<file path="config.mk">
export PLATFORM = sky130hd
export DESIGN_NAME = interrupt_source_dispatch
export DESIGN_NICKNAME = d
export VERILOG_FILES = /design/src/hw/interrupt_source_dispatch.v
export VERILOG_INCLUDE_DIRS = /design/src /design/src/hw
export SDC_FILE = /design/constraint.sdc
export NUM_CORES = 1
export LEC_CHECK = 0
export ABC_AREA = 1
export BUFFER_PORTS_ARGS = -buffer_cell sky130_fd_sc_hd__buf_2
export CORE_UTILIZATION = 52
export CTS_CLUSTER_SIZE = 12
export DETAILED_ROUTE_END_ITERATION = 10
export HOLD_SLACK_MARGIN = 0.06
export PLACE_DENSITY = 0.77
export SYNTH_ARGS = -nofsm -noshare
export SYNTH_HDL_FRONTEND = slang
export SYNTH_SLANG_ARGS = --single-unit
</file>
<file path="constraint.sdc">
create_clock -name clock_i -period 17.64 [get_ports clock_i]
set_input_delay 0.882 -clock clock_i [delete_from_list [all_inputs] [get_ports clock_i]]
set_output_delay 0.882 -clock clock_i [all_outputs]
set_load 0.02 [all_outputs]
</file>
<file path="src/hw/int_dispatch_regs.vh">
`ifndef INT_DISPATCH_REGS_VH
`define INT_DISPATCH_REGS_VH

// ----------------------------------------
// register word addresses
// ----------------------------------------
`define REG_CTRL 4'h0
`define REG_FVEC 4'h1
`define REG_AMATCH 4'h2
`define REG_PRIO0 4'h3
`define REG_PRIO1 4'h4
`define REG_PINMODE 4'h5
`define REG_PEND 4'h6
`define REG_STATE 4'h7
`define REG_SVF 4'h8
`define REG_SVP 4'h9

// ----------------------------------------
// fields and reset values
// ----------------------------------------
`define CTRL_FAST_BIT 3
`define CTRL_AM_BIT 4
`define CTRL_RST 5'h00
`define FVEC_RST 24'h00_0000
`define AMATCH_RST 24'h00_0000
`define PINMODE_RST 18'h0_0000
`define FLG_O_BIT 2
`define FLG_D_BIT 5
`define FLG_I_BIT 6
`define FLG_U_BIT 7
`define FLG_IPL_LSB 12
`define FAST_LEVEL 3'h7
`define PERIPH_VEC_BASE 6'h08
`define SWI_USTACK_LIMIT 6'h20

// ----------------------------------------
// pin sense modes
// ----------------------------------------
`define PM_RISE 3'h0
`define PM_FALL 3'h1
`define PM_BOTH 3'h2
`define PM_HIGH 3'h3
`define PM_LOW 3'h4

// ----------------------------------------
// decoder op classes
// ----------------------------------------
`define OP_NONE 3'h0
`define OP_UND 3'h1
`define OP_INTO 3'h2
`define OP_BRK 3'h3
`define OP_DEBUG_BREAK_OP 3'h4
`define OP_INT 3'h5
`define OP_REIT 3'h6
`define OP_FAST_RETURN_OP 3'h7

// ----------------------------------------
// accepted interrupt classes
// ----------------------------------------
`define CLS_NONE 4'h0
`define CLS_UND 4'h1
`define CLS_OVF 4'h2
`define CLS_BRK 4'h3
`define CLS_DBRK 4'h4
`define CLS_SWI 4'h5
`define CLS_NMI 4'h6
`define CLS_WDT 4'h7
`define CLS_AMATCH 4'h8
`define CLS_STEP 4'h9
`define CLS_PERIPH 4'hA
`define CLS_FAST 4'hB

// ----------------------------------------
// fast path timing in cycles
// ----------------------------------------
`define FAST_ENTRY_CYC 3'h5
`define FAST_RET_CYC 3'h3

`endif

</file>
<file path="src/hw/interrupt_source_dispatch.v">
// Notes on behaviour
// - maskable requests need the enable flag and priority; non-maskable ones bypass both
// - every instruction-raised interrupt is non-maskable
// - undefined-instruction opcode always raises its interrupt
// - overflow-trap opcode raises the overflow interrupt only when the overflow flag is 1
// - break opcode raises break; debugger break opcode raises the debugger break
// - software trap takes number 0..63; 8..23 share peripheral vectors
// - traps 0..31 save the stack-select flag, clear it, restore on return
// - traps 32..63 leave the stack-select flag alone
// - every peripheral interrupt saves and clears the stack-select flag
// - reset, pin NMI, watchdog, address match, single step are non-maskable
// - low reset pin resets; low NMI pin raises the NMI
// - enabled address match fires before the instruction starting at that address
// - debug step flag set gives a step interrupt after each instruction
// - peripheral interrupts are maskable and use vectors 8..23
// - serial shared source: collision, or start/stop in I2C mode, or fault with select pin
// - a low on any key pin raises the key interrupt
// - each external pin senses rising, falling, both edges, high or low level
// - fast entry takes 5 cycles, fast return 3 cycles
// - fast entry saves flags and PC to shadows, jumps to fast vector; fast return restores
// - with fast enable set, the level 7 request takes the fast path
// - only a request above the exit threshold may end wait mode
`include "int_dispatch_regs.vh"

module interrupt_source_dispatch #(
   parameter NKEY = 4,
   parameter NPER = 8,
   parameter [5:0] VEC_BASE = `PERIPH_VEC_BASE
) (
   // clock and reset
   input wire clock_i,
   input wire sys_rst_i,
   // register port
   input wire [3:0] addr_i,
   input wire [31:0] wdata_i,
   input wire wr_i,
   input wire rd_i,
   output reg [31:0] rdata_o,
   // instruction decoder and flag register
   input wire op_valid_i,
   input wire [2:0] op_i,
   input wire [5:0] trap_num_i,
   input wire insn_start_i,
   input wire [23:0] fetch_pc_i,
   input wire [15:0] flag_i,
   input wire [23:0] pc_i,
   // pins
   input wire reset_pin_n_i,
   input wire nmi_pin_n_i,
   input wire [5:0] ext_int_pin_i,
   input wire [NKEY-1:0] key_input_pin_n_i,
   // on-chip sources
   input wire watchdog_i,
   input wire [NPER-1:0] periph_req_i,
   input wire ser_collision_i,
   input wire ser_startstop_i,
   input wire ser_fault_i,
   input wire ser_i2c_mode_i,
   input wire ser_ss_sel_i,
   // to the CPU core
   output reg take_o,
   output reg [3:0] take_class_o,
   output reg [5:0] take_vec_o,
   output reg isp_select_o,
   output reg u_restore_o,
   output reg u_restore_val_o,
   output reg fast_go_o,
   output reg [23:0] fast_pc_o,
   output reg fast_ret_o,
   output reg [15:0] ret_flag_o,
   output reg [23:0] ret_pc_o,
   output reg wake_o,
   output reg dev_reset_o
);

   localparam NSRC = 8 + NPER;
   localparam NPIN = 8 + NKEY;
   localparam [2:0] ST_IDLE = 3'b001;
   localparam [2:0] ST_FENT = 3'b010;
   localparam [2:0] ST_FRET = 3'b100;

   // ----------------------------------------
   // pin synchronisers
   // ----------------------------------------
   // bit 0 reset, bit 1 nmi, bits 7:2 ext pins, above that keys
   wire [NPIN-1:0] pins = {key_input_pin_n_i, ext_int_pin_i, nmi_pin_n_i, reset_pin_n_i};
   reg [NPIN-1:0] s1_r, s2_r, s3_r, filt_r, prev_r;
   // a change counts only once stages two and three agree
   wire [NPIN-1:0] filt_nxt = (s2_r & s3_r) | (filt_r & (s2_r ^ s3_r));

   always @(posedge clock_i)
   begin
      if (sys_rst_i)
      begin
         s1_r <= {NPIN{1'b1}};
         s2_r <= {NPIN{1'b1}};
         s3_r <= {NPIN{1'b1}};
         filt_r <= {NPIN{1'b1}};
         prev_r <= {NPIN{1'b1}};
      end
      else
      begin
         s1_r <= pins;
         s2_r <= s1_r;
         s3_r <= s2_r;
         filt_r <= filt_nxt;
         prev_r <= filt_r;
      end
   end

   // ----------------------------------------
   // registers
   // ----------------------------------------
   reg [4:0] ctrl_r;
   reg [23:0] fvec_r;
   reg [23:0] amatch_r;
   reg [3*NSRC-1:0] prio_r;
   reg [17:0] pmode_r;
   reg [15:0] svf_r;
   reg [23:0] svp_r;
   reg u_saved_r;
   reg [2:0] state_r;
   reg [2:0] cnt_r;
   reg [6:0] edge_pend_r;
   reg nmi_pend_r, wdt_pend_r, am_pend_r, step_pend_r;

   function edge_hit;
      input [2:0] mode;
      input cur;
      input prv;
      begin
         if (mode == `PM_RISE)
            edge_hit = cur & ~prv;
         else if (mode == `PM_FALL)
            edge_hit = ~cur & prv;
         else if (mode == `PM_BOTH)
            edge_hit = cur ^ prv;
         else
            edge_hit = 1'b0;
      end
   endfunction

   // ----------------------------------------
   // request sources
   // ----------------------------------------
   wire key_low = ~&filt_r[NPIN-1:8];
   wire key_low_prev = ~&prev_r[NPIN-1:8];
   // select pin function outranks I2C mode when both are set
   wire ser_req = ser_ss_sel_i ? ser_fault_i :
                  (ser_i2c_mode_i ? ser_startstop_i : ser_collision_i);

   reg [6:0] edge_set;
   reg [NSRC-1:0] src_req;
   integer k;

   always @*
   begin
      edge_set = 7'h00;
      src_req = {NSRC{1'b0}};
      for (k = 0; k < 6; k = k + 1)
      begin
         edge_set[k] = edge_hit(pmode_r[3*k +: 3], filt_r[k+2], prev_r[k+2]);
         if (pmode_r[3*k +: 3] == `PM_HIGH)
            src_req[k] = filt_r[k+2];
         else if (pmode_r[3*k +: 3] == `PM_LOW)
            src_req[k] = ~filt_r[k+2];
         else
            src_req[k] = edge_pend_r[k];
      end
      edge_set[6] = key_low & ~key_low_prev;
      src_req[6] = edge_pend_r[6];
      src_req[7] = ser_req;
      src_req[NSRC-1:8] = periph_req_i;
   end

   // ----------------------------------------
   // maskable arbitration
   // ----------------------------------------
   reg [2:0] best_lvl;
   reg [4:0] best_idx;
   reg wake_any;
   integer i;

   always @*
   begin
      best_lvl = 3'h0;
      best_idx = 5'h00;
      wake_any = 1'b0;
      // lowest index wins a tie between equal levels
      for (i = 0; i < NSRC; i = i + 1)
      begin
         if (src_req[i] && prio_r[3*i +: 3] > best_lvl)
         begin
            best_lvl = prio_r[3*i +: 3];
            best_idx = i[4:0];
         end
         if (src_req[i] && prio_r[3*i +: 3] > ctrl_r[2:0])
            wake_any = 1'b1;
      end
   end

   wire [2:0] processor_irq_level = flag_i[`FLG_IPL_LSB +: 3];
   wire mask_ok = flag_i[`FLG_I_BIT] && best_lvl != 3'h0 && best_lvl > processor_irq_level;
   wire fast_sel = ctrl_r[`CTRL_FAST_BIT] && best_lvl == `FAST_LEVEL;

   // ----------------------------------------
   // event selection
   // ----------------------------------------
   wire ovf_taken = op_i == `OP_INTO && flag_i[`FLG_O_BIT];
   wire am_set = ctrl_r[`CTRL_AM_BIT] && insn_start_i && fetch_pc_i == amatch_r;
   wire step_set = op_valid_i && flag_i[`FLG_D_BIT];
   wire idle = state_r == ST_IDLE;

   reg [3:0] sel_cls;
   reg [5:0] sel_vec;
   reg sel_u, sel_fast, clr_nmi, clr_wdt, clr_am, clr_step, clr_mask;

   always @*
   begin
      sel_cls = `CLS_NONE;
      sel_vec = 6'h00;
      sel_u = 1'b0;
      sel_fast = 1'b0;
      clr_nmi = 1'b0;
      clr_wdt = 1'b0;
      clr_am = 1'b0;
      clr_step = 1'b0;
      clr_mask = 1'b0;
      // instruction traps come first: they have no latch and would be lost
      if (idle && op_valid_i && op_i == `OP_UND)
         sel_cls = `CLS_UND;
      else if (idle && op_valid_i && ovf_taken)
         sel_cls = `CLS_OVF;
      else if (idle && op_valid_i && op_i == `OP_BRK)
         sel_cls = `CLS_BRK;
      else if (idle && op_valid_i && op_i == `OP_DEBUG_BREAK_OP)
         sel_cls = `CLS_DBRK;
      else if (idle && op_valid_i && op_i == `OP_INT)
      begin
         sel_cls = `CLS_SWI;
         sel_vec = trap_num_i;
         sel_u = trap_num_i < `SWI_USTACK_LIMIT;
      end
      else if (idle && nmi_pend_r)
      begin
         sel_cls = `CLS_NMI;
         clr_nmi = 1'b1;
      end
      else if (idle && wdt_pend_r)
      begin
         sel_cls = `CLS_WDT;
         clr_wdt = 1'b1;
      end
      else if (idle && am_pend_r)
      begin
         sel_cls = `CLS_AMATCH;
         clr_am = 1'b1;
      end
      else if (idle && step_pend_r)
      begin
         sel_cls = `CLS_STEP;
         clr_step = 1'b1;
      end
      // a level source drops only once it has seen take_o, so skip that cycle
      else if (idle && mask_ok && !take_o)
      begin
         sel_cls = fast_sel ? `CLS_FAST : `CLS_PERIPH;
         sel_vec = VEC_BASE + {1'b0, best_idx};
         sel_u = 1'b1;
         sel_fast = fast_sel;
         clr_mask = 1'b1;
      end
   end

   wire [6:0] edge_clr = (clr_mask && best_idx < 5'd7) ? (7'h01 << best_idx[2:0]) : 7'h00;

   // ----------------------------------------
   // pending latches, set wins over clear
   // ----------------------------------------
   always @(posedge clock_i)
   begin
      if (sys_rst_i)
      begin
         edge_pend_r <= 7'h00;
         nmi_pend_r <= 1'b0;
         wdt_pend_r <= 1'b0;
         am_pend_r <= 1'b0;
         step_pend_r <= 1'b0;
      end
      else
      begin
         edge_pend_r <= (edge_pend_r & ~edge_clr) | edge_set;
         nmi_pend_r <= (nmi_pend_r & ~clr_nmi) | (~filt_r[1] & prev_r[1]);
         wdt_pend_r <= (wdt_pend_r & ~clr_wdt) | watchdog_i;
         am_pend_r <= (am_pend_r & ~clr_am) | am_set;
         step_pend_r <= (step_pend_r & ~clr_step) | step_set;
      end
   end

   // ----------------------------------------
   // accept, fast entry and fast return
   // ----------------------------------------
   always @(posedge clock_i)
   begin
      if (sys_rst_i)
      begin
         state_r <= ST_IDLE;
         cnt_r <= 3'h0;
         take_o <= 1'b0;
         take_class_o <= `CLS_NONE;
         take_vec_o <= 6'h00;
         isp_select_o <= 1'b0;
         u_restore_o <= 1'b0;
         u_restore_val_o <= 1'b0;
         u_saved_r <= 1'b0;
         fast_go_o <= 1'b0;
         fast_pc_o <= 24'h00_0000;
         fast_ret_o <= 1'b0;
         ret_flag_o <= 16'h0000;
         ret_pc_o <= 24'h00_0000;
         svf_r <= 16'h0000;
         svp_r <= 24'h00_0000;
         wake_o <= 1'b0;
         dev_reset_o <= 1'b1;
      end
      else
      begin
         take_o <= sel_cls != `CLS_NONE;
         take_class_o <= sel_cls;
         take_vec_o <= sel_vec;
         isp_select_o <= sel_u;
         u_restore_o <= 1'b0;
         fast_go_o <= 1'b0;
         fast_ret_o <= 1'b0;
         wake_o <= wake_any;
         dev_reset_o <= ~filt_r[0];
         // one saved copy: nesting relies on the core stacking its flags
         if (sel_u)
            u_saved_r <= flag_i[`FLG_U_BIT];
         case (state_r)
            ST_IDLE:
            begin
               if (sel_fast)
               begin
                  svf_r <= flag_i;
                  svp_r <= pc_i;
                  cnt_r <= 3'h2;
                  state_r <= ST_FENT;
               end
               else if (op_valid_i && op_i == `OP_FAST_RETURN_OP)
               begin
                  cnt_r <= 3'h2;
                  state_r <= ST_FRET;
               end
               else if (op_valid_i && op_i == `OP_REIT)
               begin
                  u_restore_o <= 1'b1;
                  u_restore_val_o <= u_saved_r;
               end
            end
            ST_FENT:
            begin
               if (cnt_r + 3'h1 == `FAST_ENTRY_CYC)
               begin
                  fast_go_o <= 1'b1;
                  fast_pc_o <= fvec_r;
                  state_r <= ST_IDLE;
               end
               else
                  cnt_r <= cnt_r + 3'h1;
            end
            ST_FRET:
            begin
               if (cnt_r + 3'h1 == `FAST_RET_CYC)
               begin
                  fast_ret_o <= 1'b1;
                  ret_flag_o <= svf_r;
                  ret_pc_o <= svp_r;
                  state_r <= ST_IDLE;
               end
               else
                  cnt_r <= cnt_r + 3'h1;
            end
            default:
               state_r <= ST_IDLE;
         endcase
      end
   end

   // ----------------------------------------
   // register port
   // ----------------------------------------
   integer j;

   always @(posedge clock_i)
   begin
      if (sys_rst_i)
      begin
         ctrl_r <= `CTRL_RST;
         fvec_r <= `FVEC_RST;
         amatch_r <= `AMATCH_RST;
         pmode_r <= `PINMODE_RST;
         prio_r <= {3*NSRC{1'b0}};
      end
      else if (wr_i)
      begin
         if (addr_i == `REG_CTRL)
            ctrl_r <= wdata_i[4:0];
         else if (addr_i == `REG_FVEC)
            fvec_r <= wdata_i[23:0];
         else if (addr_i == `REG_AMATCH)
            amatch_r <= wdata_i[23:0];
         else if (addr_i == `REG_PINMODE)
            pmode_r <= wdata_i[17:0];
         for (j = 0; j < NSRC; j = j + 1)
            if (addr_i == `REG_PRIO0 + {1'b0, j[5:3]})
               prio_r[3*j +: 3] <= wdata_i[4*j[2:0] +: 3];
      end
   end

   reg [31:0] rd_val;
   integer m;

   always @*
   begin
      rd_val = 32'h0000_0000;
      if (addr_i == `REG_CTRL)
         rd_val[4:0] = ctrl_r;
      else if (addr_i == `REG_FVEC)
         rd_val[23:0] = fvec_r;
      else if (addr_i == `REG_AMATCH)
         rd_val[23:0] = amatch_r;
      else if (addr_i == `REG_PRIO0 || addr_i == `REG_PRIO1)
      begin
         for (m = 0; m < NSRC; m = m + 1)
            if (addr_i == `REG_PRIO0 + {1'b0, m[5:3]})
               rd_val[4*m[2:0] +: 3] = prio_r[3*m +: 3];
      end
      else if (addr_i == `REG_PINMODE)
         rd_val[17:0] = pmode_r;
      else if (addr_i == `REG_PEND)
         rd_val[NSRC+3:0] = {step_pend_r, am_pend_r, wdt_pend_r, nmi_pend_r, src_req};
      else if (addr_i == `REG_STATE)
         rd_val[3:0] = {u_saved_r, state_r};
      else if (addr_i == `REG_SVF)
         rd_val[15:0] = svf_r;
      else if (addr_i == `REG_SVP)
         rd_val[23:0] = svp_r;
   end

   always @(posedge clock_i)
   begin
      if (sys_rst_i)
         rdata_o <= 32'h0000_0000;
      else if (rd_i)
         rdata_o <= rd_val;
      else
         rdata_o <= 32'h0000_0000;
   end

endmodule

</file>
After elaboration in Yosys (flattened, before gate mapping):

Index checks and enable logic that the tools add are counted.

* order comparisons: 35
* shift-type cells: 1
* bitwise gates (word level): 63
* multiplexer cells: 221
* reduce and logical (&&, ||, !) cells: 88
* equality and inequality tests: 52
* add/sub/neg operators: 2

Operator list (number)
* 24-bit 2-to-1 mux: 11
* 3-bit 2-to-1 mux: 46
* 16-bit 2-to-1 mux: 8
* 1-bit 2-to-1 mux: 114
* 3-bit greater-than comparator: 32
* 5-bit 2-to-1 mux: 15
* 20-bit 2-to-1 mux: 3
* 1-bit logical AND: 54
* 3-bit by 2-bit equality test with 1-bit output (second input constant): 16
* 4-bit 2-to-1 mux: 12
* 6-bit 2-to-1 mux: 7
* 3-bit equality test (second input constant): 13
* 1-bit inverter: 28
* 12-bit AND: 2
* 24-bit equality test: 1
* 3-bit by 1-bit equality test with 1-bit output (second input constant): 8
* 4-bit AND reduction: 5
* 1-bit AND: 18
* 3-bit logical NOT: 6
* 18-bit 2-to-1 mux: 1
* 3-bit one-hot mux with 3 select lines: 2
* 4-bit by 3-bit equality test with 1-bit output (second input constant): 4
* 12-bit OR: 1
* 2-bit AND reduction: 6
* other kinds (31): 49

* register bits after elaboration: 351
* logic and storage cells: 500

Longest topological paths before layout:

* word-level depth: 70
* mapped depth: 142
* depth with buffers taken out: 142

Worst setup path after synthesis:

Ideal clock, no wire load.

* kind: register -> register
* start point: register pmode_r[0]
* end point: register edge_pend_r[0]
* period minus slack after synthesis: 17987 ps
* data required time: 17508 ps
* stages on the path, launching flop included: 123
* library setup time: 132 ps
* path buffers: 0
* path slack: -347 ps
* arrival: 17855 ps
* cells stage by stage: dfxtp_1 nor2_2 nand3_1 nand3_1 nand2_1 nor2_1 inv_1 ha_1 and3_2 a21oi_2 nand2_4 o21ai_0 ha_1 o21ai_0 nand3_2 nand3_2 nand2_2 o21ai_0 (+87 left out) nand2_1 nor2_1 a211oi_1 nor2_1 or2_2 o21ai_0 ha_1 nand2_1 inv_1 a2111oi_0 and2_1 nand2_2 nor2_4 nand2_1 nor2_2 nand2_2 o21ai_1 a21oi_1

* word-level cells in the longest chain between the ends: 70

Ends and longest elaborated chain
* from (decl): line interrupt_source_dispatch.v:118 `reg [17:0] pmode_r;`
* from (signal assigned): line interrupt_source_dispatch.v:402 `` pmode_r <= `PINMODE_RST; ``
* from (signal assigned): line interrupt_source_dispatch.v:414 `pmode_r <= wdata_i[17:0];`
* branches (longest 69 deep; another with 3-bit greater-than comparator)
* 7-bit OR *: line interrupt_source_dispatch.v:292 `edge_pend_r <= (edge_pend_r & ~edge_clr) | edge_set;`
* to (signal assigned): line interrupt_source_dispatch.v:292
* to (decl): line interrupt_source_dispatch.v:124 `reg [6:0] edge_pend_r;`

Every way passes the cells marked *.
A chain may end at the register's enable or synchronous reset.

Final worst setup path:

* start point: register pmode_r[0]
* end point: register svf_r[12]

* word-level cells in the longest chain between the ends: 66

Ends and longest elaborated chain
* 3-bit equality test (no line)
* 1-bit 2-to-1 mux: line interrupt_source_dispatch.v:165 `` else if (pmode_r[3*k +: 3] == `PM_LOW) ``
* 1-bit 2-to-1 mux *: line interrupt_source_dispatch.v:163 `` if (pmode_r[3*k +: 3] == `PM_HIGH) ``
* 1-bit logical AND *: line interrupt_source_dispatch.v:192 `if (src_req[i] && prio_r[3*i +: 3] > best_lvl)`
* 3-bit 2-to-1 mux *: line interrupt_source_dispatch.v:192
* 3-bit greater-than comparator: line interrupt_source_dispatch.v:192
* 1-bit logical AND: line interrupt_source_dispatch.v:192
* 3-bit 2-to-1 mux *: line interrupt_source_dispatch.v:192
* (+50 left out)
* 1-bit 2-to-1 mux *: line interrupt_source_dispatch.v:249 `else if (idle && wdt_pend_r)`
* 1-bit 2-to-1 mux *: line interrupt_source_dispatch.v:244 `else if (idle && nmi_pend_r)`
* 1-bit 2-to-1 mux *: line interrupt_source_dispatch.v:238 `` else if (idle && op_valid_i && op_i == `OP_INT) ``
* 1-bit 2-to-1 mux *: line interrupt_source_dispatch.v:236 `` else if (idle && op_valid_i && op_i == `OP_DEBUG_BREAK_OP) ``
* 1-bit 2-to-1 mux *: line interrupt_source_dispatch.v:234 `` else if (idle && op_valid_i && op_i == `OP_BRK) ``
* 1-bit 2-to-1 mux *: line interrupt_source_dispatch.v:232 `else if (idle && op_valid_i && ovf_taken)`
* 1-bit 2-to-1 mux *: line interrupt_source_dispatch.v:230 `` if (idle && op_valid_i && op_i == `OP_UND) ``
* 2-bit AND reduction (no line) *
* to (signal assigned): line interrupt_source_dispatch.v:345 `svf_r <= flag_i;`
* to (decl): line interrupt_source_dispatch.v:119 `reg [15:0] svf_r;`

Marks and branches as above.

==> results.md <==
- Status: finished, violations left
- Failing checks: setup timing
- # DRC: 0
- Startpoint types: flip-flop
- Final setup margin: -0.100 ns
- Leak Pwr: 9.55 nW
- Critical path required time: 18.11 ns
- Worst Path Max Fanout: 7
- Core region area: 31,500 µm²
- WS Path Type: reg -> reg
- Final HPWL DP: 43,100 µm
- # setup viols final: 46
- Post-synth top flop: dfxtp_1
- Post-synthesis sequential area ratio: 0.420
- GRT Total Usage: 0.351
- Crit Reg-Reg Endpoint: svf_r[12]$_SDFFE_PP0P_
- Cell mode on critical path: nand2_2
- IO Port Bufs: 250
- Post-synth EDFFs: 0
- Placed Cells: 2,841
- Area added between synthesis and finish: 28.7%
- Synth Warn #: 0
- Synth Register Bits: 348
- Starting Density: 0.528
- DP Worst Slack: -1.33 ns
- Critical R2R Launch: pmode_r[0]$_SDFFE_PP0P_
- Max_slew headroom: 0.235
- Max-Cap Viols: 0
- I/O pins: 255
- Worst slew pin tran: 1.15 ns
- Synth Instances: 2,180
- Clock-pin transition on the worst setup and hold timing paths: 0.06 ns
- Min Tclk post-route: 17.74 ns
- Nets@finish: 2,777
- Critical path arrival: 18.21 ns
- Initial antenna violation count: 4
- Total die area: 32,700 µm²
- Worst hold path startpoint: filt_r[0]$_SDFF_PP1_
- TritonRoute pass-1 iters: 5
- GRT overflow: 0
- Non-filler instance count after layout: 2,966
- TritonCTS clock tree: built
- Die height: 181 µm
- Yosys top cell by area: dfxtp_1
- Final hold violations: 0
- Cell area after technology mapping: 16,600 µm²
- Slowest CP cell: a2111oi_4
- Via density: 5.92
- Root Buffer: clkbuf_16
- Number of global-route vias before repair: 16,162
- DR vias: 17,560
- Largest net degree at the start of global routing: 121
- Worst reg2reg path depth: 124
- Routed wire length: 61,200 µm
- PwrDens: 95.2 nW/µm²
- Unrepaired setup endpoints after global routing: yes
- Tcrit/Tclk final: 1.01
- Critical path launch point: pmode_r[0]$_SDFFE_PP0P_
- Antenna viol nets, final: 0
- Die W: 181 µm
- Reg2Reg Setup Slack: -0.10 ns
- Clock buffer depth: 3
- Initial drt markers: 1,800
- Syn_area_per_cell: 7.62 µm²
- FMAX: 0.0564 GHz
- H-tree level count: 2
- Clock sinks: 348
- VDD IR max: 0.0738 mV
- Share of cells above drive strength 1: 0.292
- HP Class: reg -> reg
- Clk_skew: 0.0238 ns
- DR WL/cell: 20.6 µm
- Final max-slew violation count: 0
- Post-synth ARST share: 0
- Overall power: 2.03 mW
- First-pass GRT wire length: 89,200 µm
- Inserted Clock Buffers: 38
- WHS: 0.402 ns
- Share of the synthesized area in the top cell type: 0.420
- Crit end category: flip-flop
- Max incr delay on CP: 0.37 ns
- Hold-fix buffers at CTS: 0
- Gpl congestion: 1.01
- CP Capture Point: svf_r[12]$_SDFFE_PP0P_
- Top post-synthesis cells by area: dfxtp_1, o21ai_0, ha_1
- Fin Setup TNS: -2.45 ns
- Row Count: 65
- Number of library cell types mapped by synthesis: 55
- Clk_lat worst skew: 0.54 ns
worst max-delay path: cells and delay by family, from the launching register on:
kind	cells	cell delay, ns
flip-flops	1	0.36
AND/OR/NAND/NOR	68	7.88
buffers and inverters	11	1.12
adder cells (fa/ha/maj)	16	4.21
AO/OA/AOI/OAI	29	4.02
worst min-delay path by stage:
stage	to	slack (ns)	cells past startpoint
after floorplan	dev_reset_o$_SDFF_PP1_	0.37	1
after global placement	dev_reset_o$_SDFF_PP1_	0.39	1
after detailed placement	dev_reset_o$_SDFF_PP1_	0.39	1
after CTS	dev_reset_o$_SDFF_PP1_	0.40	1
after global routing	s2_r[6]$_SDFF_PP1_	0.42	1
final	dev_reset_o$_SDFF_PP1_	0.40	1
where the power goes:
| part | total, mW | internal, mW | switching, mW | leakage [nW] |
|---|---|---|---|---|
| clock | 0.784 | 0.459 | 0.325 | 0.581 |
| sequential | 0.825 | 0.808 | 0.0170 | 2.82 |
| combinational | 0.426 | 0.172 | 0.254 | 6.15 |
cell type report:
cell class | instances | area (µm²)
well taps | 402 | 503
fillers | 2544 | 10100
clock buffers | 55 | 1090
flip-flops and latches | 348 | 6980
repair buffers | 414 | 2580
inverters | 224 | 853
multi-input cells | 1513 | 9240
diodes | 5 | 12.5
clock inverters | 5 | 106
per-layer routing:
metal	global-route usage	wire length, µm
met1	0.458	24100
met2	0.552	27100
met3	0.0601	6240
met4	0.198	3810
met5	0	0
per-stage QoR:
| step | utilization | cell area, µm² |
|---|---|---|
| 2_1_floorplan | - | 16600 |
| 3_3_place_gp | 0.597 | 18800 |
| 3_5_place_dp | 0.597 | 18800 |
| 4_1_cts | 0.651 | 20500 |
| 5_1_grt | 0.679 | 21400 |
| 6_report | 0.679 | 21400 |
synthesized netlist by cell type (21+ instances only):
cell type    n
dfxtp_1    348
or2_2       53
o21ai_0    262
inv_1      219
nand2_1    281
a21oi_1    231
ha_1        97
nor2_1     254
nand2_2     27
nand3_2     21
clkbuf_1    81
nand3_1     78
nand4_1     28
sequential cells by signal, indices dropped and copies added (netlist names), 11 cells and up:
signal,count
s3_r,12
s2_r,12
filt_r,12
rdata_o,30
fast_pc_o,24
amatch_r,24
fvec_r,24
svp_r,24
s1_r,12
svf_r,16
prev_r,11
prio_r,48
ret_flag_o,16
ret_pc_o,24
pmode_r,18
kinds of logic after synthesis:
logic type / share of synthesized area
flops: 0.420
other cells: 0.000226
buf+inv: 0.0750
xor+xnor: 0.00264
fa+ha+maj: 0.0731
simple gates: 0.219
compound gates: 0.210
layout by cell type, fill, tap and decap left out, types with 17 or more instances in the layout:
master | synthesis | routed
nand3_1 | 78 | 71
nand2_1 | 281 | 247
buf_4 | 2 | 151
o21ai_0 | 262 | 222
nand2_2 | 27 | 48
or2_2 | 53 | 43
o21ai_2 | 2 | 37
nor2_1 | 254 | 230
ha_1 | 97 | 86
inv_1 | 219 | 211
a31oi_1 | 19 | 19
a21oi_1 | 231 | 216
nor2_4 | 3 | 18
buf_2 | 6 | 250
a221oi_1 | 20 | 20
dfxtp_1 | 348 | 345
nand4_1 | 28 | 28
nand2_4 | 5 | 18
clkbuf_16 | 0 | 40
a21oi_2 | 3 | 17
nand3_2 | 21 | 23
repair_timing:
item | in CTS | in global routing
pin swaps | 37 | 101
resized for setup | 65 | 188
buffers inserted | 40 | 20
endpoints found under the setup margin | 66 | 66
cloned | 0 | 3
No activity file was read; power rests on OpenSTA's default activity.
